<file path="config.mk">
export PLATFORM = sky130hd
export DESIGN_NAME = map_packer
export DESIGN_NICKNAME = d
export VERILOG_FILES = /design/src/map_pkg.sv /design/src/map_bus_mux.sv /design/src/map_packer.sv
export SDC_FILE = /design/constraint.sdc
export NUM_CORES = 1
export LEC_CHECK = 0
export ABC_AREA = 1
export BUFFER_PORTS_ARGS = -buffer_cell sky130_fd_sc_hd__buf_4
export CORE_ASPECT_RATIO = 1.75
export CORE_UTILIZATION = 55
export CTS_BUF_LIST = sky130_fd_sc_hd__clkbuf_8
export CTS_CLUSTER_DIAMETER = 120
export DETAILED_ROUTE_END_ITERATION = 10
export PLACE_DENSITY = 0.9
export REMOVE_ABC_BUFFERS = 1
export SYNTH_ARGS = -nofsm -noshare
export SYNTH_HDL_FRONTEND = slang
export SYNTH_HIERARCHICAL = 1
export SYNTH_SLANG_ARGS = --single-unit
export TNS_END_PERCENT = 10
</file>
<file path="constraint.sdc">
create_clock -name clock_i -period 3.8 [get_ports clock_i]
set_clock_uncertainty 0.1 [all_clocks]
set_input_delay 0.19 -clock clock_i [delete_from_list [all_inputs] [get_ports clock_i]]
set_output_delay 0.19 -clock clock_i [all_outputs]
set_load 0.03 [all_outputs]
</file>
<file path="src/map_pkg.sv">
`default_nettype none
package map_pkg;
   // Register select codes on the access-port request
   localparam logic [1:0] MAP_SEL_CSW = 2'h0;
   localparam logic [1:0] MAP_SEL_TAR = 2'h1;
   localparam logic [1:0] MAP_SEL_DRW = 2'h3;
   // Control status word fields
   localparam int MAP_CSW_SIZE_LSB = 0;
   localparam int MAP_CSW_INC_LSB  = 4;
   localparam int MAP_CSW_BUSY_BIT = 7;
   localparam int MAP_CSW_SWEN_BIT = 31;
   // Access sizes
   localparam logic [2:0] MAP_SIZE_BYTE = 3'h0;
   localparam logic [2:0] MAP_SIZE_HALF = 3'h1;
   localparam logic [2:0] MAP_SIZE_WORD = 3'h2;
   // Address increment modes
   localparam logic [1:0] MAP_INC_OFF    = 2'h0;
   localparam logic [1:0] MAP_INC_SINGLE = 2'h1;
   localparam logic [1:0] MAP_INC_PACKED = 2'h2;
   // Reset values
   localparam logic [2:0]  MAP_SIZE_RST = MAP_SIZE_WORD;
   localparam logic [1:0]  MAP_INC_RST  = MAP_INC_OFF;
   localparam logic        MAP_SWEN_RST = 1'b1;
   localparam logic [31:0] MAP_TAR_RST  = 32'h0000_0000;
   localparam logic [31:0] MAP_DRW_RST  = 32'h0000_0000;

   typedef struct packed {
      logic        write;
      logic        push;
      logic [1:0]  sel;
      logic [31:0] wdata;
   } map_ap_req_t;

   typedef struct packed {
      logic        write;
      logic [31:0] addr;
      logic [2:0]  size;
      logic [3:0]  be;
      logic [31:0] wdata;
   } map_mem_req_t;

   typedef struct packed {
      logic        err;
      logic [31:0] rdata;
   } map_mem_rsp_t;

   typedef enum logic [2:0] {
      MAP_ST_IDLE = 3'b001,
      MAP_ST_XFER = 3'b010,
      MAP_ST_RESP = 3'b100
   } map_state_t;
endpackage
`default_nettype wire

</file>
<file path="src/map_bus_mux.sv">
`timescale 1ns/1ns
`default_nettype none
module map_bus_mux
   import map_pkg::*;
(
   input  wire logic         clock_i,
   input  wire logic         nrst_i,
   input  wire logic         dbg_valid_i,
   input  wire map_mem_req_t dbg_req_i,
   output logic             dbg_done_o,
   input  wire logic         slv_valid_i,
   input  wire map_mem_req_t slv_req_i,
   input  wire logic         slv_enable_i,
   output logic             slv_done_o,
   output logic             slv_refused_o,
   output logic             mem_valid_o,
   output map_mem_req_t     mem_req_o,
   input  wire logic         mem_done_i
);
   logic         busy_q;
   logic         own_slv_q;
   logic         slv_ok;
   logic         own_slv;
   map_mem_req_t slv_fixed;

   assign slv_ok      = slv_valid_i & slv_enable_i;
   // Owner is held for the whole access so data cannot switch mid-beat
   assign own_slv     = busy_q ? own_slv_q : (~dbg_valid_i & slv_ok);
   assign mem_valid_o = busy_q | dbg_valid_i | slv_ok;
   // slave address bit 31 low
   always_comb begin
      slv_fixed          = slv_req_i;
      slv_fixed.addr[31] = 1'b0;
   end
   assign mem_req_o     = own_slv ? slv_fixed : dbg_req_i;
   assign dbg_done_o    = mem_done_i & mem_valid_o & ~own_slv;
   // Disabled slave port is answered at once with an error
   assign slv_refused_o = slv_valid_i & ~slv_enable_i;
   assign slv_done_o    = (mem_done_i & mem_valid_o & own_slv) | slv_refused_o;

   always_ff @(posedge clock_i) begin
      if (!nrst_i) begin
         busy_q    <= 1'b0;
         own_slv_q <= 1'b0;
      end else begin
         busy_q    <= mem_valid_o & ~mem_done_i;
         own_slv_q <= own_slv;
      end
   end
endmodule // map_bus_mux
`default_nettype wire

</file>
<file path="src/map_packer.sv">
`timescale 1ns/1ns
`default_nettype none
// Notes on behaviour
// Packed mode only when the increment mode field holds 0b10.
// Packed word size: one 32-bit memory access per data access.
// Packed halfword size: two 16-bit memory accesses per data access.
// Packed byte size: four 8-bit memory accesses per data access.
// Debugger must not use packed mode with sizes above a word.
// Each successful packed access adds the size in bytes to the address.
// Accesses of one packed transfer go in ascending address order.
// Halfwords use bits 15:0 or 31:16 from address bit 1.
// Bytes use the lane picked by address bits 1:0.
// Reads merge into lanes and answer only with the whole word.
// An error response stops the sequence and reports an error.
// Compare flag may set only after a whole word is packed.
// Every counted repeated transaction is split the same way.
// Enable bit reads zero when neither slave port nor gate exists.
// When the port is disabled the enable bit acts as one.
// Slave port shares the bus with bit 31 of its address forced low.
// Debugger may mimic slave accesses by clearing address bit 31.
// Enable bit gates the slave port and resets to one.
// Gate output follows the enable bit and resets high.
// Debugger should avoid clearing the enable bit.
// A memory error reported upward sets the sticky error flag.
// Outside packed mode one access per data access, plain laning.
// Not ready while a sequence runs, so new requests wait.
module map_packer
   import map_pkg::*;
#(
   parameter bit HAS_PACKING    = 1'b1,
   parameter bit HAS_SLAVE_PORT = 1'b1,
   parameter bit HAS_SW_GATE    = 1'b1
) (
   input  wire logic         clock_i,
   input  wire logic         nrst_i,
   input  wire logic         ap_valid_i,
   input  wire map_ap_req_t  ap_req_i,
   output logic             ap_ready_o,
   output logic             ap_resp_valid_o,
   output logic [31:0]      ap_rdata_o,
   output logic             ap_err_o,
   input  wire logic         sticky_clr_i,
   output logic             sticky_err_o,
   output logic             sticky_cmp_o,
   input  wire logic         ap_disabled_i,
   output logic             software_debug_gate_o,
   input  wire logic         slv_valid_i,
   input  wire map_mem_req_t slv_req_i,
   output logic             slv_done_o,
   output map_mem_rsp_t     slv_rsp_o,
   output logic             mem_valid_o,
   output map_mem_req_t     mem_req_o,
   input  wire logic         mem_done_i,
   input  wire map_mem_rsp_t mem_rsp_i
);
   map_state_t   state_q, state_d;
   logic [2:0]   size_q, size_d;
   logic [1:0]   inc_q, inc_d;
   logic         swen_q, swen_d;
   logic [31:0]  tar_q, tar_d;
   logic [31:0]  drw_q, drw_d;
   logic [31:0]  rdata_q, rdata_d;
   logic [31:0]  cmp_q, cmp_d;
   logic [2:0]   beats_q, beats_d;
   logic         write_q, write_d;
   logic         push_q, push_d;
   logic         err_q, err_d;
   logic         serr_q, scmp_q;

   function automatic logic [3:0] map_lanes(input logic [2:0] sz,
                                            input logic [1:0] a);
      logic [3:0] be;
      be = 4'hF;
      if (sz == MAP_SIZE_BYTE)
         be = 4'h1 << a;
      else if (sz == MAP_SIZE_HALF)
         be = a[1] ? 4'hC : 4'h3;
      return be;
   endfunction

   logic         packed_on;
   logic         take;
   logic         take_drw;
   logic [31:0]  step;
   logic [31:0]  align_mask;
   logic [2:0]   beats_init;
   logic [3:0]   lane_be;
   logic [31:0]  merged;
   logic [31:0]  csw_rd;
   logic         swen_eff;
   logic         swen_rd;
   logic         dbg_valid;
   logic         dbg_done;
   logic         slv_refused;
   logic         beat_ok;
   logic         beat_err;
   logic         last_beat;
   logic         cmp_miss;
   logic [2:0]   wr_size;
   map_mem_req_t dbg_req;

   // packed mode from increment field
   assign packed_on  = HAS_PACKING && (inc_q == MAP_INC_PACKED);
   // ready only while idle
   assign ap_ready_o = (state_q == MAP_ST_IDLE);
   assign take       = ap_valid_i & ap_ready_o;
   assign take_drw   = take & (ap_req_i.sel == MAP_SEL_DRW);
   assign step       = 32'h1 << size_q;
   assign align_mask = ~(step - 32'h1);
   // beats per data access
   // single beat outside packed mode
   assign beats_init = packed_on ? (3'h4 >> size_q) : 3'h1;
   // lane choice from the address
   assign lane_be    = map_lanes(size_q, tar_q[1:0]);

   // read data merged into its own lanes
   for (genvar i = 0; i < 4; i++) begin : g_lane
      assign merged[i*8 +: 8] = lane_be[i] ? mem_rsp_i.rdata[i*8 +: 8]
                                           : drw_q[i*8 +: 8];
   end

   // disabled port forces the enable on
   assign swen_eff = swen_q | ap_disabled_i;
   // read as zero without either feature
   assign swen_rd  = (HAS_SLAVE_PORT | HAS_SW_GATE) & swen_q;
   // gate follows the effective enable
   assign software_debug_gate_o = HAS_SW_GATE & swen_eff;
   assign csw_rd = {swen_rd, 23'h0, ~ap_ready_o, 1'b0, inc_q, 1'b0,
                    size_q};

   // Unaligned address bits are ignored on the bus side
   always_comb begin
      dbg_req       = '0;
      dbg_req.write = write_q;
      dbg_req.addr  = tar_q & align_mask;
      dbg_req.size  = size_q;
      dbg_req.be    = lane_be;
      dbg_req.wdata = drw_q;
   end
   assign dbg_valid = (state_q == MAP_ST_XFER);

   // enable bit gates the slave port
   map_bus_mux u_mux (
      .clock_i       (clock_i),
      .nrst_i        (nrst_i),
      .dbg_valid_i   (dbg_valid),
      .dbg_req_i     (dbg_req),
      .dbg_done_o    (dbg_done),
      .slv_valid_i   (slv_valid_i),
      .slv_req_i     (slv_req_i),
      .slv_enable_i  (HAS_SLAVE_PORT & swen_eff),
      .slv_done_o    (slv_done_o),
      .slv_refused_o (slv_refused),
      .mem_valid_o   (mem_valid_o),
      .mem_req_o     (mem_req_o),
      .mem_done_i    (mem_done_i)
   );
   assign slv_rsp_o.err   = slv_refused | mem_rsp_i.err;
   assign slv_rsp_o.rdata = slv_refused ? 32'h0 : mem_rsp_i.rdata;

   assign beat_ok   = dbg_done & ~mem_rsp_i.err;
   assign beat_err  = dbg_done & mem_rsp_i.err;
   assign last_beat = beat_ok & (beats_q == 3'h1);
   // compare only on the completed word
   assign cmp_miss  = last_beat & push_q & ~write_q & (merged != cmp_q);
   // Reserved and over-word sizes fall back to word
   assign wr_size   = (ap_req_i.wdata[2:0] > MAP_SIZE_WORD) ? MAP_SIZE_WORD
                                                          : ap_req_i.wdata[2:0];

   always_comb begin
      state_d = state_q;
      size_d  = size_q;
      inc_d   = inc_q;
      swen_d  = swen_q;
      tar_d   = tar_q;
      drw_d   = drw_q;
      rdata_d = rdata_q;
      cmp_d   = cmp_q;
      beats_d = beats_q;
      write_d = write_q;
      push_d  = push_q;
      err_d   = err_q;
      unique case (state_q)
         MAP_ST_IDLE: begin
            if (take) begin
               write_d = ap_req_i.write;
               push_d  = ap_req_i.push;
               err_d   = 1'b0;
               state_d = MAP_ST_RESP;
               if (ap_req_i.sel == MAP_SEL_CSW) begin
                  rdata_d = csw_rd;
                  if (ap_req_i.write) begin
                     size_d = wr_size;
                     inc_d  = ap_req_i.wdata[MAP_CSW_INC_LSB +: 2];
                     swen_d = ap_req_i.wdata[MAP_CSW_SWEN_BIT];
                  end
               end else if (ap_req_i.sel == MAP_SEL_TAR) begin
                  rdata_d = tar_q;
                  if (ap_req_i.write)
                     tar_d = ap_req_i.wdata;
               end else if (ap_req_i.sel == MAP_SEL_DRW) begin
                  beats_d = beats_init;
                  state_d = MAP_ST_XFER;
                  if (ap_req_i.write)
                     drw_d = ap_req_i.wdata;
                  else
                     cmp_d = ap_req_i.wdata;
               end else begin
                  rdata_d = 32'h0;
               end
            end
         end
         MAP_ST_XFER: begin
            if (beat_err) begin
               // stop at the failing access
               err_d   = 1'b1;
               rdata_d = drw_q;
               state_d = MAP_ST_RESP;
            end else if (beat_ok) begin
               if (!write_q)
                  drw_d = merged;
               // step address upward on success
               if (inc_q != MAP_INC_OFF)
                  tar_d = tar_q + step;
               beats_d = beats_q - 3'h1;
               if (beats_q == 3'h1) begin
                  rdata_d = write_q ? drw_q : merged;
                  state_d = MAP_ST_RESP;
               end
            end
         end
         MAP_ST_RESP: begin
            state_d = MAP_ST_IDLE;
         end
         default: begin
            state_d = MAP_ST_IDLE;
         end
      endcase
   end

   always_ff @(posedge clock_i) begin
      if (!nrst_i) begin
         state_q <= MAP_ST_IDLE;
         size_q  <= MAP_SIZE_RST;
         inc_q   <= MAP_INC_RST;
         swen_q  <= MAP_SWEN_RST;
         tar_q   <= MAP_TAR_RST;
         drw_q   <= MAP_DRW_RST;
         rdata_q <= 32'h0;
         cmp_q   <= 32'h0;
         beats_q <= 3'h0;
         write_q <= 1'b0;
         push_q  <= 1'b0;
         err_q   <= 1'b0;
      end else begin
         state_q <= state_d;
         size_q  <= size_d;
         inc_q   <= inc_d;
         swen_q  <= swen_d;
         tar_q   <= tar_d;
         drw_q   <= drw_d;
         rdata_q <= rdata_d;
         cmp_q   <= cmp_d;
         beats_q <= beats_d;
         write_q <= write_d;
         push_q  <= push_d;
         err_q   <= err_d;
      end
   end

   // sticky flags, a set beats a clear
   always_ff @(posedge clock_i) begin
      if (!nrst_i) begin
         serr_q <= 1'b0;
         scmp_q <= 1'b0;
      end else begin
         serr_q <= beat_err | (serr_q & ~sticky_clr_i);
         scmp_q <= cmp_miss | (scmp_q & ~sticky_clr_i);
      end
   end

   assign ap_resp_valid_o = (state_q == MAP_ST_RESP);
   assign ap_rdata_o      = rdata_q;
   assign ap_err_o        = err_q;
   assign sticky_err_o    = serr_q;
   assign sticky_cmp_o    = scmp_q;
endmodule // map_packer
`default_nettype wire

</file>
Yosys cells after proc, flatten, opt, wreduce, memory -nomap -nowiden
Cells that the tools add are included.
{"block": "word_totals", "elab_cells": 148, "register_bits": 147, "input_bits": 148, "output_inout_bits": 145}
{"block": "op_classes", "n_shift": 3, "n_eq_ne": 22, "n_bitwise": 36, "reduce_logical": 13, "muxes": 54, "order_cmp": 1, "n_addsub": 3}
{"op": "2-to-1 mux 32 bit", "n": 22}
{"op": "one-hot mux 32 bit (2 select lines)", "n": 3}
{"op": "2-to-1 mux 72 bit", "n": 1}
{"op": "2-to-1 mux 3 bit", "n": 15}
{"op": "adder 32 bit", "n": 1}
{"op": "bitwise AND 32 bit", "n": 1}
{"op": "2-to-1 mux 8 bit", "n": 4}
{"op": "inequality test 32 bit", "n": 1}
{"op": "NOT 32 bit", "n": 1}
{"op": "<< shifter 1 x 3 -> 32 bit, first input constant", "n": 1}
{"op": "subtractor 32 x 1 -> 32 bit, second input constant", "n": 1}
{"op": "bitwise AND 1 bit", "n": 16}
{"op": "AND reduction 8 bit", "n": 2}
{"op": "inequality test 2 bit, second input constant", "n": 7}
{"op": "2-to-1 mux 4 bit", "n": 3}
{"op": "one-hot mux 3 bit (2 select lines)", "n": 2}
{"op": "NOT 1 bit", "n": 11}
{"op": "equality test 3 x 1 -> 1 bit, second input constant", "n": 3}
{"op": "OR 1 bit", "n": 7}
{"op": "AND reduction 7 bit", "n": 1}
{"op": "inequality test 2 x 1 -> 1 bit, second input constant", "n": 3}
{"op": "inequality test 3 bit, second input constant", "n": 2}
{"op": "AND reduction 3 bit", "n": 2}
{"op": "AND reduction 6 bit", "n": 1}
{"op": "17 further kinds", "n": 21}

Longest topological paths before layout
{"block": "depth", "word_depth": 12, "depth_mapped": 18, "mapped_depth_nobuf": 17}

Cells and area by module
The synthesis kept the hierarchy.
{"mod": "map_packer", "cells_per_inst": 1552, "area_each_um2": 9285.2, "n_inst": 1}
{"mod": "map_bus_mux", "cells_per_inst": 258, "area_each_um2": 1153.6, "n_inst": 1}

Least setup slack after synthesis
OpenSTA, ideal clock, no wires.
{"block": "synth_timing", "path_kind": "flip-flop to flip-flop", "start": "register state_q[0]", "end": "register rdata_q[19] (netlist: ap_rdata_o[19])", "setup_time_ps": 128, "n_path_buf": 3, "arrival_time_ps": 2743, "path_stages_with_launch": 18, "synth_period_minus_slack_ps": 2971, "setup_slack_ps": 829, "cell_sequence": "dfxtp_1 > nor3_4 > clkbuf_1 > nor2_2 > nand2_2 > nand2_1 > buf_2 > nor2_1 > inv_1 > nor2_1 > nand3b_1 > nand2_1 > nand2_1 > a21oi_2 > inv_1 > clkbuf_1 > a221oi_1 > a21oi_1"}
{"block": "synth_between", "elab_chain_len": 9, "elab_cells_between_ends": 21}
{"element": "start, declared", "line": "map_packer.sv:56", "text": "map_state_t state_q, state_d;"}
{"element": "start signal, assigned", "line": "map_packer.sv:256", "text": "state_q <= state_d;"}
{"element": "equality test 3 x 2 -> 1 bit *", "line": "map_packer.sv:140", "text": "assign dbg_valid = (state_q == MAP_ST_XFER);"}
{"element": "via dbg_valid", "line": "map_packer.sv:92", "text": "logic dbg_valid;"}
{"element": "NOT 1 bit", "line": "map_bus_mux.sv:28", "text": "assign own_slv = busy_q ? own_slv_q : (~dbg_valid_i & slv_ok);"}
{"element": "bitwise AND 1 bit", "line": "map_bus_mux.sv:28"}
{"element": "2-to-1 mux 1 bit", "line": "map_bus_mux.sv:28"}
{"element": "NOT 1 bit", "line": "map_bus_mux.sv:36", "text": "assign dbg_done_o = mem_done_i & mem_valid_o & ~own_slv;"}
{"element": "bitwise AND 1 bit *", "line": "map_bus_mux.sv:36"}
{"element": "via dbg_done", "line": "map_packer.sv:93", "text": "logic dbg_done;"}
{"element": "bitwise AND 1 bit (on tied branches)", "line": "map_packer.sv:162, map_packer.sv:161"}
{"element": "inequality test 3 bit (no line) / 2-to-1 mux 32 bit (equally long branches)"}
{"element": "AND reduction 5 bit (no line) / one-hot mux 32 bit (2 select lines) (equally long branches)"}
{"element": "end signal, assigned", "line": "map_packer.sv:262", "text": "rdata_q <= rdata_d;"}
{"element": "end, declared", "line": "map_packer.sv:62", "text": "logic [31:0] rdata_q, rdata_d;"}
The timed path passes the listed nets; every way through them passes the cells marked *.
A chain may end at the register's enable or synchronous reset.

==> results.yml <==
routing:
  wl_met3_um: 2880
  ant_nets: 0
  first_pass_iters: 6
  met2_length_um: 20400
  wirelength_met1_um: 13600
  viasPerCell: 5.84
  drt_wl_total_um: 39500
  drc: 0
  drt_iter0_markers: 1061
  top_layer: "met4"
  wire_per_inst_um: 17.1
  num_vias: 13500
grt:
  grt.overflow.total: 0
  antenna_found_initial: 0
  grt_max_degree: 87
  first_global_vias: 12900
  grt_pass1_wl_um: 61700
  grt_use_total_pct: 39.8
place:
  post-dp-hpwl_um: 26600
  port_buffers: 291
  place_congestion: 0.970
  dpl-instance-area_um2: 12500
  post-place-ws_ns: 0.782
pwr:
  clock_power_share_pct: 23.9
  peakVddDrop_v: 0.000299
  leakagePower_nw: 6.31
  power_mw: 5.32
  powerDensity_nw_per_um2: 399
  switching_power_mw: 2.25
  swShare_pct: 42.2
  p_int_mw: 3.07
  comb_power_share_pct: 38.2
  pwr-share-seq_pct: 37.9
layout:
  final_nets: 2215
  syn_to_final_growth_pct: 27.7
  n_antenna_cell: 0
  design_area_um2: 13300
  drive_gt1_share_pct: 17.9
  fin_util_pct: 71.8
yosys:
  synth_top_family_by_area: "simple AND/OR/NAND/NOR gates"
  syn_area_um2: 10400
  postSynthAreaPerCell_um2: 5.77
  yosys_register_bits: 147
  synth_compound_area_share_pct: 20.0
  muxShareOfSynthArea_pct: 0
  yosys_warnings: 6
  synth_xor_area_share_pct: 0.168
  synth_area_leaders: "dfxtp_1 (28%), nand2_1 (20%), nand3_1 (10%)"
  synth_top_area_share_pct: 28.2
  synthSimpleGateAreaFrac_pct: 38.0
  synth.yosys.seq_area_share_pct: 28.2
  synth_top_area_cell: "dfxtp_1"
  synthCells: 1810
  ys_types: 37
  synthAdderAreaFrac_pct: 1.20
timing:
  fmax_ghz: 0.319
  tightest_slew_ns: 1.05
  slew_headroom_pct: 29.7
  grt_setup_unrepaired: "no"
  finalHoldViolCount: 0
  slew_viol_final: 0
  fin_crit_ns: 3.13
  setup_viol: 0
  setup_slack_ns: 0.667
  min_period_over_period_pct: 82.5
critical_path:
  critPathRequiredTime_ns: 4.06
  path_cells: "nor2_4 > nand3_1 > nand2_1 > inv_1 > nand2_1 > nand2_1 > nand2_1 > nand3_1 > nor2_1 > nand2_1 > nor2_1 > nand2_1 > nand2_1 > a21oi_1"
  slowest_delay_ns: 0.56
  slowest_stage: "nand2_1"
  critPathLaunchType: "flop"
  crit_top_cell: "nand2_1"
  crit_fanout: 12
  path_class: "flop to flop"
  end_kind: "flop"
  arrival_ns: 3.39
floorplan:
  fp.dieW_um: 106
  die_h_um: 184
  die_area_um2: 19600
  num_rows: 66
  initial_utilization_pct: 56.2
  coreArea_um2: 18600
  io_pins: 293
clock_tree:
  cts_tree: "yes"
  cts_buffers: 17
  path_clk_slew_ns: 0.10
  clock_sinks: 147
  htree_levels: 4
  cts-root-buf: "clkbuf_8"
  clockBufferDepth: 2
  cts_resized: 0
  worstSkewPairLatency_ns: 0.47
  cts_hold_buffers: 40
  post_cts_buffers: 0
worst_hold_path:
  min_path_type: "primary input to flop"
flow_run:
  cap_violations: 0
status:
  status: "finished, final reports clean"
## metal layers
| metal | track usage [%] | vias to the layer above |
|---|---|---|
| met5 | 0 | - |
| met4 | 28.3 | 0 |
| met3 | 6.58 | 212 |
| met2 | 72.4 | 772 |
| met1 | 40.7 | 6067 |
| li1 | - | 6422 |
## power groups by stage
stage          sequential (mW)  clock (mW)  combinational (mW)
4_1_cts                   2.00        1.27                2.00
3_5_place_dp              2.04           0                1.96
3_3_place_gp              2.03           0                1.92
5_1_grt                   2.04        1.33                2.19
2_1_floorplan             2.08           0                1.10
6_report                  2.02        1.27                2.03
## through the flow
step / setup TNS (ns) / hold slack (ns) / cells
5_1_grt: 0 / 0.114 / 2308
2_1_floorplan: -230.47 / 0.162 / 1683
6_report: 0 / 0.0688 / 2308
4_1_cts: 0 / 0.0483 / 2308
3_3_place_gp: 0 / 0.272 / 2236
3_5_place_dp: 0 / 0.277 / 2236
## critical path, delay by kind of cell (launching register included)
family	cells	cell delay (ns)
AOI/OAI and AO/OA	1	0.06
buffers and inverters	1	0.17
and+or+nand+nor	12	2.26
DFF	1	0.44
## final timing paths
| path | start | slack [ns] | endpoint | depth (start not counted) |
|---|---|---|---|---|
| max | size_q[1] | 0.67 | sticky_cmp_o | 14 |
| min | slv_valid_i | 0.07 | u_mux/busy_q | 5 |
| max reg2reg | size_q[1] | 0.67 | sticky_cmp_o | 14 |
| min reg2reg | cmp_q[22] | 0.38 | cmp_q[22] | 2 |
## sequential cells by signal, summed over array words and instances, names as in the netlist
signal,cells
sticky_err_o,1
drw_q,32
write_q,1
ap_err_o,1
inc_q,2
cmp_q,32
state_q,3
u_mux/busy_q,1
tar_q,32
swen_q,1
beats_q,3
ap_rdata_o,32
push_q,1
sticky_cmp_o,1
u_mux/own_slv_q,1
size_q,3
## cell usage after synthesis
| cell | number |
|---|---|
| nand2_1 | 563 |
| nand3_1 | 209 |
| inv_1 | 185 |
| o21ai_0 | 150 |
| dfxtp_1 | 147 |
| a21oi_1 | 118 |
| nor2_1 | 106 |
| clkbuf_1 | 96 |
| a31oi_1 | 72 |
| o21ai_1 | 30 |
| nor3_1 | 27 |
| buf_2 | 15 |
| nand3b_1 | 13 |
| ha_1 | 10 |
| or2_2 | 8 |
| buf_6 | 7 |
| buf_4 | 6 |
| nand4_1 | 6 |
| o22ai_1 | 6 |
| inv_2 | 5 |
| clkinv_1 | 4 |
| a221oi_1 | 3 |
| buf_1 | 3 |
| o211ai_1 | 3 |
| a211oi_1 | 2 |
| a41oi_1 | 2 |
| nor2_2 | 2 |
| nor2_4 | 2 |
| xor2_1 | 2 |
| a21boi_0 | 1 |
| a21oi_2 | 1 |
| nand2_2 | 1 |
| nor3_4 | 1 |
| nor3b_1 | 1 |
| nor4_1 | 1 |
| nor4_4 | 1 |
| o21bai_1 | 1 |
## layout make-up
type,count,area (um2)
Clock buffer,17,234
Clock inverter,15,155
Fill cell,1641,5250
Inverter,194,728
Multi-Input combinational cell,1342,6210
Sequential cell,147,2940
Tap cell,238,298
Timing Repair Buffer,355,2770
## cells by family (layout without fill, tap and decap cells)
family,Yosys count,after routing
AOI/OAI and AO/OA,389,389
xor gates and xnor gates,2,2
adders and majority gates,10,10
buffers and inverters,321,581
DFF,147,147
and+or+nand+nor,941,941
## cell usage in the layout, fill, tap and decap left out, types with 5 or more instances in the layout
cell and n:
o21ai_0 150, inv_2 5, clkbuf_8 17, inv_6 6, inv_1 187, dlygate4sd3_1 40
nor2_1 104, o22ai_1 6, o21ai_1 30, a31oi_1 72, dfxtp_1 147, nor3_1 27
or2_2 8, nand4_1 6, nand3_1 209, ha_1 10, buf_4 315, nand3b_1 13
nand2_1 561, a21oi_1 118
Note: power is estimated with default switching activity, not from simulation.
